`src/hdl/bwd_pkg.sv`:
```
// Constants, field layout and state types of the board watchdog supervisor.
// Assumes a single 200 MHz board logic clock and a 32-bit APB register bus.
package bwd_pkg;

  // Clock rate and timing figures.
  localparam int CLK_MHZ = 200;
  localparam int TIMEOUT_MS = 1000;
  localparam int TIMEOUT_CYC = TIMEOUT_MS * CLK_MHZ * 1000;
  localparam int RST_PULSE_NS = 1000;
  // A least time, so the cycle count rounds up.
  localparam int RST_PULSE_CYC = (RST_PULSE_NS * CLK_MHZ + 999) / 1000;
  localparam int RST_CNT_W = 8;

  // Register indices; the byte address is four times the index.
  localparam logic [5:0] CTRL_IDX = 6'h01;
  localparam logic [5:0] OPTID_IDX = 6'h04;
  localparam logic [5:0] SETUP_IDX = 6'h05;
  localparam logic [5:0] STAT_IDX = 6'h08;
  localparam logic [5:0] EVT_STAT_IDX = 6'h0c;
  localparam logic [5:0] EVT_CLR_IDX = 6'h0d;
  localparam logic [5:0] EVT_EN_IDX = 6'h0e;

  // Field positions.
  localparam int CTRL_ACT_BIT = 5;
  localparam int CTRL_KICK_BIT = 6;
  localparam int SETUP_EN_BIT = 6;
  localparam int STAT_FLAG_N_BIT = 0;
  localparam int EV_TIMEOUT = 0;
  localparam int EV_KEYRST = 1;
  localparam int EV_START = 2;
  localparam int NEV = 3;

  // Values.
  localparam logic [7:0] RESET_KEY = 8'ha5;
  // Option identification value; arbitrary.
  localparam logic [7:0] OPTION_ID = 8'h3c;
  localparam logic ACT_RESET = 1'b0;
  localparam logic ACT_NMI = 1'b1;

  // Watchdog states, Gray coded along off, run, tripped.
  typedef enum logic [1:0]
  {
    BWD_OFF = 2'b00,
    BWD_RUN = 2'b01,
    BWD_TRIP = 2'b11
  } bwd_wd_state_t;

endpackage

```
`src/hdl/bwd_top.sv`:
```
// Board watchdog supervisor with APB register access and event interrupt.
// Assumes one 200 MHz clock and a synchronous active-low board reset.
//
// Notes on behaviour
// [RQ1] The watchdog is off after reset and runs only once software sets its start bit.
// [RQ2] Software picks the timeout action before it starts the watchdog.
// [RQ3] In reset mode a missed kick pulses the board reset output.
// [RQ4] In interrupt mode a missed kick raises the processor interrupt line.
// [RQ5] A timeout sets a sticky flag that software reads in the status register.
// [RQ6] Writing the key to the option register pulses the board reset and clears the flag.
// [RQ7] Starting in reset mode while the flag is set gives an immediate reset.
// [RQ8] Starting in interrupt mode while the flag is set raises the interrupt at once.
// [RQ9] The interrupt output drives the processor external interrupt line, set up by software.
// [RQ10] The interrupt handler checks the flag and then writes the key to clear it.
// [RQ11] After startup software checks the flag and issues the keyed reset if it is set.
// [RQ12] Any change of the kick bit restarts the timeout window.
// [RQ13] Writing zero to the start bit cannot stop a running watchdog.
// [RQ14] Action select 0 means board reset, 1 means interrupt.
// [RQ15] The timeout window is a parameter in clock cycles from start or last kick.
`timescale 1ns/10ps
`default_nettype none
module bwd_top
  import bwd_pkg::*;
#(
  parameter int TIMEOUT_CYCLES = TIMEOUT_CYC
)
(
  // Clock and reset.
  input wire logic CLK_I,
  input wire logic RESETN_I,
  // APB slave.
  input wire logic PSEL_I,
  input wire logic PENABLE_I,
  input wire logic PWRITE_I,
  input wire logic [7:0] PADDR_I,
  input wire logic [31:0] PWDATA_I,
  input wire logic [3:0] PSTRB_I,
  output logic [31:0] PRDATA_O,
  output logic PREADY_O,
  output logic PSLVERR_O,
  // Board side.
  output logic BOARD_RESETN_O,
  output logic CPU_EXTERNAL_IRQ_LINE_O,
  // Event interrupt.
  output logic IRQ_O
);

  typedef struct packed
  {
    logic pready;
    logic pslverr;
    logic [31:0] prdata;
    bwd_wd_state_t wd;
    logic timeout_action_select;
    logic kick_toggle_bit;
    logic timeout_flag;
    logic [RST_CNT_W-1:0] rst_cnt;
    logic board_rstn;
    logic nmi;
    logic [NEV-1:0] evt_stat;
    logic [NEV-1:0] evt_en;
    logic irq;
  } bwd_state_t;

  localparam bwd_state_t RST_VAL = '{
    pready: 1'b0,
    pslverr: 1'b0,
    prdata: 32'h0,
    wd: BWD_OFF,
    timeout_action_select: ACT_RESET,
    kick_toggle_bit: 1'b0,
    timeout_flag: 1'b0,
    rst_cnt: '0,
    board_rstn: 1'b1,
    nmi: 1'b0,
    evt_stat: '0,
    evt_en: '0,
    irq: 1'b0
  };

  bwd_state_t s_r;
  bwd_state_t s_nxt;

  logic expire;
  logic restart;
  logic wd_run;

  // Timeout window counter.
  bwd_timer
  #(
    .LIMIT(TIMEOUT_CYCLES)
  )
  u_timer
  (
    .clk_i(CLK_I),
    .resetn_i(RESETN_I),
    .run_i(wd_run),
    .restart_i(restart),
    .expire_o(expire)
  );

  // Address decode helpers.
  logic [5:0] idx;
  logic hit;
  logic wr;
  logic [7:0] wb;
  logic [31:0] rd;

  assign idx = PADDR_I[7:2];
  assign wb = PWDATA_I[7:0];
  assign hit = (PADDR_I[1:0] == 2'b00) &&
    (idx == CTRL_IDX || idx == OPTID_IDX || idx == SETUP_IDX ||
     idx == STAT_IDX || idx == EVT_STAT_IDX || idx == EVT_CLR_IDX ||
     idx == EVT_EN_IDX);
  // A write lands at the completing access edge, only on lane 0.
  assign wr = PSEL_I && PENABLE_I && s_r.pready && PWRITE_I && PSTRB_I[0] && hit;
  assign wd_run = (s_r.wd == BWD_RUN);

  // Read multiplexer; write-only and unmapped words read as zero.
  always_comb
  begin
    rd = 32'h0;
    case (idx)
      CTRL_IDX:
      begin
        rd[CTRL_ACT_BIT] = s_r.timeout_action_select;
        rd[CTRL_KICK_BIT] = s_r.kick_toggle_bit;
      end
      OPTID_IDX:
      begin
        rd[7:0] = OPTION_ID;
      end
      SETUP_IDX:
      begin
        rd[SETUP_EN_BIT] = (s_r.wd != BWD_OFF);
      end
      STAT_IDX:
      begin
        rd[STAT_FLAG_N_BIT] = ~s_r.timeout_flag; // RQ5
      end
      EVT_STAT_IDX:
      begin
        rd[NEV-1:0] = s_r.evt_stat;
      end
      EVT_EN_IDX:
      begin
        rd[NEV-1:0] = s_r.evt_en;
      end
      default:
      begin
        rd = 32'h0;
      end
    endcase
  end

  // Write side effects as single-cycle strobes.
  logic kick_w;
  logic start_w;
  logic key_w;
  logic [NEV-1:0] clr_w;

  always_comb
  begin
    kick_w = 1'b0;
    start_w = 1'b0;
    key_w = 1'b0;
    clr_w = '0;
    if (wr)
    begin
      case (idx)
        CTRL_IDX:
        begin
          kick_w = (wb[CTRL_KICK_BIT] != s_r.kick_toggle_bit); // RQ12
        end
        OPTID_IDX:
        begin
          key_w = (wb == RESET_KEY); // RQ6
        end
        SETUP_IDX:
        begin
          // A zero is simply ignored, so writing it cannot stop a running watchdog.
          start_w = wb[SETUP_EN_BIT]; // RQ13
        end
        EVT_CLR_IDX:
        begin
          clr_w = wb[NEV-1:0];
        end
        default:
        begin
          kick_w = 1'b0;
        end
      endcase
    end
  end

  // Window restarts on a kick while running or on a fresh start.
  assign restart = (wd_run && kick_w) || (s_r.wd == BWD_OFF && start_w); // RQ15

  // Next-state logic for bus, watchdog and events.
  logic flag_set;
  logic reset_req;
  logic [NEV-1:0] ev;

  always_comb
  begin
    s_nxt = s_r;
    flag_set = 1'b0;
    reset_req = 1'b0;
    ev = '0;

    // Zero-wait APB: ready in the access phase after every setup cycle.
    s_nxt.pready = PSEL_I && !PENABLE_I;
    s_nxt.pslverr = PSEL_I && !PENABLE_I && !hit;
    if (PSEL_I && !PENABLE_I)
    begin
      s_nxt.prdata = (hit && !PWRITE_I) ? rd : 32'h0;
    end

    // Plain register writes.
    if (wr && idx == CTRL_IDX)
    begin
      s_nxt.timeout_action_select = wb[CTRL_ACT_BIT]; // RQ14
      s_nxt.kick_toggle_bit = wb[CTRL_KICK_BIT];
    end
    if (wr && idx == EVT_EN_IDX)
    begin
      s_nxt.evt_en = wb[NEV-1:0];
    end

    // Watchdog sequence.
    case (s_r.wd)
      BWD_OFF:
      begin
        if (start_w) // RQ1
        begin
          ev[EV_START] = 1'b1;
          if (s_r.timeout_flag && s_r.timeout_action_select == ACT_RESET)
          begin
            reset_req = 1'b1; // RQ7
          end
          else if (s_r.timeout_flag)
          begin
            s_nxt.wd = BWD_TRIP; // RQ8
          end
          else
          begin
            s_nxt.wd = BWD_RUN;
          end
        end
      end
      BWD_RUN:
      begin
        if (expire)
        begin
          flag_set = 1'b1; // RQ5
          ev[EV_TIMEOUT] = 1'b1;
          if (s_r.timeout_action_select == ACT_RESET)
          begin
            // The board is reset, so the watchdog stops with it; the flag stays.
            reset_req = 1'b1; // RQ3
            s_nxt.wd = BWD_OFF;
          end
          else
          begin
            s_nxt.wd = BWD_TRIP; // RQ4
          end
        end
      end
      BWD_TRIP:
      begin
        s_nxt.wd = BWD_TRIP;
      end
      default:
      begin
        s_nxt.wd = BWD_OFF;
      end
    endcase

    // Keyed full reset; a timeout in the same cycle still leaves the flag set.
    if (key_w)
    begin
      reset_req = 1'b1; // RQ6
      s_nxt.wd = BWD_OFF;
      ev[EV_KEYRST] = 1'b1;
    end
    s_nxt.timeout_flag = flag_set || (s_r.timeout_flag && !key_w);

    // Board reset pulse of fixed length.
    if (reset_req)
    begin
      s_nxt.rst_cnt = RST_CNT_W'(RST_PULSE_CYC);
    end
    else if (s_r.rst_cnt != '0)
    begin
      s_nxt.rst_cnt = s_r.rst_cnt - 1'b1;
    end
    s_nxt.board_rstn = (s_nxt.rst_cnt == '0);

    // The interrupt line stays high while tripped, until a keyed reset.
    s_nxt.nmi = (s_nxt.wd == BWD_TRIP); // RQ9

    // Sticky events: a new event wins over a clear in the same cycle.
    s_nxt.evt_stat = (s_r.evt_stat & ~clr_w) | ev;
    s_nxt.irq = |(s_nxt.evt_stat & s_nxt.evt_en);
  end

  // State register.
  always_ff @(posedge CLK_I)
  begin
    if (!RESETN_I)
    begin
      s_r <= RST_VAL;
    end
    else
    begin
      s_r <= s_nxt;
    end
  end

  // Outputs come straight from the state register.
  assign PRDATA_O = s_r.prdata;
  assign PREADY_O = s_r.pready;
  assign PSLVERR_O = s_r.pslverr;
  assign BOARD_RESETN_O = s_r.board_rstn;
  assign CPU_EXTERNAL_IRQ_LINE_O = s_r.nmi;
  assign IRQ_O = s_r.irq;

endmodule
`default_nettype wire

```
`src/hdl/bwd_timer.sv`:
```
// Timeout window counter of the board watchdog.
// Assumes its controls come from logic on the same clock.
`timescale 1ns/10ps
`default_nettype none
module bwd_timer
#(
  parameter int LIMIT = 16
)
(
  // Clock and reset.
  input wire logic clk_i,
  input wire logic resetn_i,
  // Control.
  input wire logic run_i,
  input wire logic restart_i,
  // Result.
  output logic expire_o
);

  localparam logic [31:0] LAST = 32'(LIMIT - 1);

  typedef struct packed
  {
    logic [31:0] cnt;
    logic expire;
  } bwd_tmr_t;

  bwd_tmr_t s_r;
  bwd_tmr_t s_nxt;

  // Count while running; a restart or a stop empties the window.
  always_comb
  begin
    s_nxt = s_r;
    s_nxt.expire = 1'b0;
    if (!run_i || restart_i)
    begin
      s_nxt.cnt = 32'h0;
    end
    else if (s_r.cnt == LAST)
    begin
      s_nxt.cnt = 32'h0;
      s_nxt.expire = 1'b1;
    end
    else
    begin
      s_nxt.cnt = s_r.cnt + 32'h1;
    end
  end

  // State register.
  always_ff @(posedge clk_i)
  begin
    if (!resetn_i)
    begin
      s_r <= '0;
    end
    else
    begin
      s_r <= s_nxt;
    end
  end

  assign expire_o = s_r.expire;

endmodule
`default_nettype wire

```
`config.mk`:
```
export PLATFORM = sky130hd
export DESIGN_NAME = bwd_top
export DESIGN_NICKNAME = d
export VERILOG_FILES = /design/src/hdl/bwd_pkg.sv /design/src/hdl/bwd_top.sv /design/src/hdl/bwd_timer.sv
export SDC_FILE = /design/constraint.sdc
export NUM_CORES = 1
export LEC_CHECK = 0
export BUFFER_PORTS_ARGS = -buffer_cell sky130_fd_sc_hd__buf_2
export CAP_MARGIN = 10
export CORE_MARGIN = 8
export CORE_UTILIZATION = 45
export CTS_BUF_LIST = sky130_fd_sc_hd__clkbuf_8 sky130_fd_sc_hd__clkbuf_16
export CTS_CLUSTER_SIZE = 12
export DETAILED_ROUTE_END_ITERATION = 6
export HOLD_SLACK_MARGIN = 0.15
export PLACE_DENSITY = 0.72
export SYNTH_ARGS = -nofsm -noshare
export SYNTH_HDL_FRONTEND = slang
export SYNTH_HIERARCHICAL = 1
export SYNTH_SLANG_ARGS = --single-unit
```
`constraint.sdc`:
```
create_clock -name CLK_I -period 2.1 [get_ports CLK_I]
set_clock_uncertainty 0.15 [all_clocks]
set_input_delay 0.42 -clock CLK_I [delete_from_list [all_inputs] [get_ports CLK_I]]
set_output_delay 0.42 -clock CLK_I [all_outputs]
set_load 0.05 [all_outputs]
```
==> Word level (Yosys, flattened, before mapping) <==
Cells that the tools add are included.
{ "classes": {"n_addsub": 2, "n_eq_ne": 13, "mux": 36, "n_bitwise": 7, "reduce_logical": 37} }
{ "ops": {"columns": ["cell", "n"], "rows": [
  ["adder 32 x 1 -> 32 bit, second input constant", 1],
  ["equality test 32 x 28 -> 1 bit, second input constant", 1],
  ["equality test 6 x 4 -> 1 bit, second input constant", 4],
  ["2-to-1 mux 1 bit", 17],
  ["2-to-1 mux 8 bit", 2],
  ["logical AND 1 bit", 15],
  ["2-to-1 mux 2 bit", 7],
  ["equality test 6 x 3 -> 1 bit, second input constant", 2],
  ["case mux 2 bit (3 select lines)", 2],
  ["logical OR 1 bit", 9],
  ["2-to-1 mux 3 bit", 3],
  ["equality test 8 bit, second input constant", 1],
  ["zero test 8 bit", 1],
  ["nonzero test 8 bit", 1],
  ["subtractor 8 x 1 -> 8 bit, second input constant", 1],
  ["2-to-1 mux 7 bit", 1],
  ["AND 3 bit", 2],
  ["equality test 6 x 1 -> 1 bit, second input constant", 1],
  ["case mux 1 bit (2 select lines)", 3],
  ["OR reduction 3 bit", 2],
  ["zero test 1 bit", 5],
  ["equality test 2 bit, second input constant", 2],
  ["zero test 2 bit", 2],
  ["inverter 1 bit", 3],
  ["other kinds (7)", 7]
]} }
{ "totals": {"register_bits": 89} }

==> Depth between registers and ports, before layout <==
{ "logic_depth": {"ltp_word": 15, "mapped_depth": 10, "ltp_nobuf": 7} }

==> Hierarchy <==
The synthesis kept the hierarchy.
{ "by_module_without_submodules": {"columns": ["mod", "n_inst", "cells_per_inst", "area_per_inst_um2", "seq_area_each_um2"], "rows": [
  ["bwd_top", 1, 229, 1890.6, 600.6],
  ["bwd_timer", 1, 182, 1556.5, 660.6]
]} }

==> Worst setup path after synthesis <==
Ideal clock, no wire load.
{ "synth_timing": {"kind": "reg-to-reg", "startpoint": "register s_r (netlist bit PREADY_O)", "endpoint": "register u_timer/s_r[15] (netlist name)", "t_arrival_ns": 2.111, "required_ns": 1.835, "slack_ns": -0.276, "path_stages_with_launch": 10, "period_less_slack_ns": 2.376, "cell_sequence": "dfxtp_1 > and3_1 > and4_1 > buf_2 > nand3_1 > o21ai_0 > nand3b_1 > o21bai_4 > buf_6 > nor2_1"} }
{ "synth_via": {"elab_chain_len": 9} }
{ "synth_lines": {"columns": ["element", "line_no", "rtl"], "rows": [
  ["start: declaration", "bwd_top.sv:81", "bwd_state_t s_r;"],
  ["start signal: assignment", "bwd_top.sv:316", "s_r <= s_nxt;"],
  ["logical AND 1 bit (*) (4 in series)", "bwd_top.sv:116", "assign wr = PSEL_I && PENABLE_I && s_r.pready && PWRITE_I && PSTRB_I[0] && hit;"],
  ["2-to-1 mux 1 bit", "bwd_top.sv:168", "if (wr)"],
  ["logical AND 1 bit", "bwd_top.sv:197", "assign restart = (wd_run && kick_w) || (s_r.wd == BWD_OFF && start_w);"],
  ["logical OR 1 bit (*)", "bwd_top.sv:197", null],
  ["via restart", "bwd_top.sv:85", "logic restart;"],
  ["logical OR 1 bit (*)", "bwd_timer.sv:36", "if (!run_i || restart_i)"],
  ["OR reduction 3 bit (no line) (*)", null, null],
  ["end signal: assignment", "bwd_timer.sv:60", "s_r <= s_nxt;"],
  ["end: declaration", "bwd_timer.sv:28", "bwd_tmr_t s_r;"]
]} }
Mark *: on every way through the listed nets, which the timed path passes. The rest lies on a longest branch.
A chain may end at the register's enable or synchronous reset.

==> Worst setup path after layout <==
{ "layout_timing": {"startpoint": "register u_timer/s_r[21] (netlist name)", "endpoint": "register u_timer/s_r[19] (netlist name)"} }
{ "layout_via": {"elab_chain_len": 2} }
{ "layout_lines": {"columns": ["element", "line_no", "rtl"], "rows": [
  ["equality test 32 x 28 -> 1 bit", "bwd_timer.sv:40", "else if (s_r.cnt == LAST)"],
  ["OR reduction 3 bit (no line)", null, null]
]} }
Every way passes these cells.

==> flow_metrics.tcl <==
set metrics [dict create \
    gp_congestion 0.887 \
    grt_pass1_vias 2960 \
    diodes 0 \
    grt_pass1_wl_um 13200 \
    min_to "s_r[19]$_SDFFE_PN0P_" \
    cpPeakStageDelay_ns 0.58 \
    crit_chain "nor4bb_4 > nand4_1 > or4_4 > o21bai_4 > buf_12 > nor2_1" \
    postSynthAreaPerCell_sq_um 8.39 \
    power.density_nw_per_um2 738 \
    die_h_um 104 \
    rows 32 \
    vias_per_cell 5.13 \
    crit_type "reg2reg" \
    port_buffers 33 \
    slowest_stage "or4_4" \
    crit_path_end_kind "register" \
    run_status "completed" \
    cts_hold_buf 0 \
    cts_buffer_depth 2 \
    clock_latency_ns 0.34 \
    cts_tree "done" \
    synth_cell_types 56 \
    vias 2996 \
    synth_largest_area_cell "dfxtp_1" \
    yosysSeqAreaShare 0.366 \
    place_inst 568 \
    async_flop_share 0 \
    arrival_ns 2.08 \
    grt_max_degree 26 \
    synth.area.top_cells "dfxtp_1 37%, buf_4 7.2%, nor2_1 5.3%" \
    synth_top_area_share 0.366 \
    drive_gt1_frac 0.245 \
    critPathLaunchType "register" \
    first_pass_iters 4 \
    antenna_found_initial 0 \
    finalNonFillerCells 584 \
    die_area_sq_um 10700 \
    drc 0 \
    min_path_cells 3 \
    place_hpwl_um 5840 \
    ys_ff_latch 63 \
    fp.dieW_um 104 \
    routed_wl_um 7670 \
    synth_edf_count 0 \
    cts_root_buffer "clkbuf_8" \
    dpl_cell_area_sq_um 3860 \
    wl_per_cell_um 13.1 \
    worst_ep_required_time_ns 2.18 \
    hp-start "PWDATA_I[5]" \
    fp.coreArea_sq_um 7570 \
    io_pins 86 \
    p_leak_nw 1.55 \
    drtAntennaViolNets 0 \
    reg2reg_depth 6 \
    ys_warn_count 6 \
    nets 530 \
    slew_viol_final 0 \
    finalSetupViolations 0 \
    max_freq_mhz 498 \
    drv_cap 0 \
    start_util 0.456 \
    worstPathMaxFanout 25 \
    drt_iter0_drc 85 \
    syn_inst 411 \
    clkTransAtPathRegs_ns 0.07 \
    synthFlopType "dfxtp_1" \
    area_growth_pct 18.5 \
    finalInstanceArea_sq_um 4090 \
    fin_crit_ns 2.01 \
    r2r_end "u_timer/s_r[19]$_SDFF_PP0_" \
    ir_drop_uv 333 \
    hold_violations 0 \
    grt_util_all_layers 0.144 \
    fin_crit_sh 0.957 \
    synthesis.area_sq_um 3450 \
    holdCritPathClass "in2reg" \
    r2r-start "u_timer/s_r[21]$_SDFF_PP0_" \
    gr-total-overflow 0 \
    cts_max_level 3 \
    ff2ff_setup_slack_ns 0.09 \
    cts_buffers 9 \
    clock_sinks 63 \
]
## registers in the layout, summed over array words and instances, names as in the netlist
register,flops
u_timer/expire_o,1
BOARD_RESETN_O,1
CPU_EXTERNAL_IRQ_LINE_O,1
PSLVERR_O,1
s_r,19
PREADY_O,1
IRQ_O,1
PRDATA_O,6
u_timer/s_r,32
## critical path: cells and delay by family (launching register included)
kind | cells | cell delay [ns]
DFF | 1 | 0.33
and+or+nand+nor | 4 | 1.08
buffers and inverters | 1 | 0.17
AOI/OAI and AO/OA | 1 | 0.15
## routing by layer
| layer | wire length (um) | GRT usage | part of all wire |
|---|---|---|---|
| met5 | 0 | 0 | 0 |
| met4 | 132 | 0.0661 | 0.017 |
| met3 | 392 | 0.0496 | 0.051 |
| met2 | 3810 | 0.241 | 0.50 |
| met1 | 3340 | 0.162 | 0.43 |
## power breakdown
| group | internal, mW | switching, mW |
|---|---|---|
| combinational | 0.271 | 0.442 |
| sequential | 1.27 | 0.0664 |
| clock | 0.528 | 0.443 |
## repair_timing
item	in CTS	in global routing
gates resized for setup	1	8
setup buffers	0	1
pin swaps	0	1
endpoints found under the setup margin	11	25
gates cloned	0	0
endpoints found under the hold margin	0	0
## cells in the final DEF (no fill, tap or decap), types with 3 or more instances in the layout
cell type  synthesis  final
a21oi_1           21     21
a22oi_1            3      3
a31oi_1            4      4
and2_1             6      5
and3_1            11     11
and4_1             6      6
buf_2              4     33
buf_4             33     44
clkbuf_8           0      9
conb_1             1     25
dfxtp_1           63     59
dfxtp_2            0      3
ha_1               3      3
inv_1              8     10
mux2i_1            3      3
nand2_1           30     30
nand2b_1           4      4
nand3_1           22     20
nand4_1           24     24
nor2_1            49     49
nor2b_1            6      6
nor3_1             8      8
nor4_1             6      4
nor4_2             2      4
o21ai_0           13     13
or4_1              3      3
xnor2_1           15     15
xor2_1            19     19
## cell type report
class	instances	area, sq um
clock buffer	9	124
clock inverter	6	55.1
fill	731	3480
inverter	10	37.5
multi-input combinational	316	1960
sequential	63	1270
tap	102	128
timing repair buffer	78	515
## kinds of logic after synthesis
group / after synthesis / synth area share
DFF: 63 / 0.366
buffers and inverters: 56 / 0.105
AOI/OAI and AO/OA: 56 / 0.111
other: 1 / 0.00109
muxes: 3 / 0.00871
and+or+nand+nor: 195 / 0.311
xor gates and xnor gates: 34 / 0.0864
adders and majority gates: 3 / 0.0109
## through the flow
step	hold WS [ns]	util	setup slack, ns	power, mW	TNS, ns
3_3_place_gp	0.288	0.510	-0.0152	2.04	-0.0666
6_report	0.192	0.540	0.0908	3.02	0
4_1_cts	0.179	0.535	0.0320	3.05	0
5_1_grt	0.218	0.540	-0.0107	3.22	-0.0107
3_5_place_dp	0.293	0.510	-0.0394	2.07	-0.205
2_1_floorplan	0.282	-	0.0116	1.97	0
## how the worst max path moves through the flow
stage,from,to
global placement,PENABLE_I,BOARD_RESETN_O$_SDFF_PN1_
floorplan,PADDR_I[5],u_timer/s_r[16]$_SDFF_PP0_
detailed placement,PSEL_I,s_r[14]$_SDFF_PN0_
finish,u_timer/s_r[21]$_SDFF_PP0_,u_timer/s_r[19]$_SDFF_PP0_
global route,u_timer/s_r[25]$_SDFF_PP0_,u_timer/s_r[31]$_SDFF_PP0_
CTS,u_timer/s_r[22]$_SDFF_PP0_,u_timer/s_r[19]$_SDFF_PP0_
## Yosys cell counts, types with 3 or more instances
library cell / n
a22oi_1: 3
nand3_1: 22
buf_2: 4
or4_1: 3
a31oi_1: 4
nor4bb_1: 3
mux2i_1: 3
inv_1: 8
nand4_1: 24
nor3_1: 8
and4_1: 6
clkbuf_1: 6
a21oi_1: 21
nor2_1: 49
dfxtp_1: 63
nand2_1: 30
nand2b_1: 4
buf_4: 33
and3_1: 11
nor4_1: 6
o21ai_0: 13
and2_1: 6
buf_6: 3
ha_1: 3
xor2_1: 19
xnor2_1: 15
nor2b_1: 6
Power figures use the tool's default switching activity.
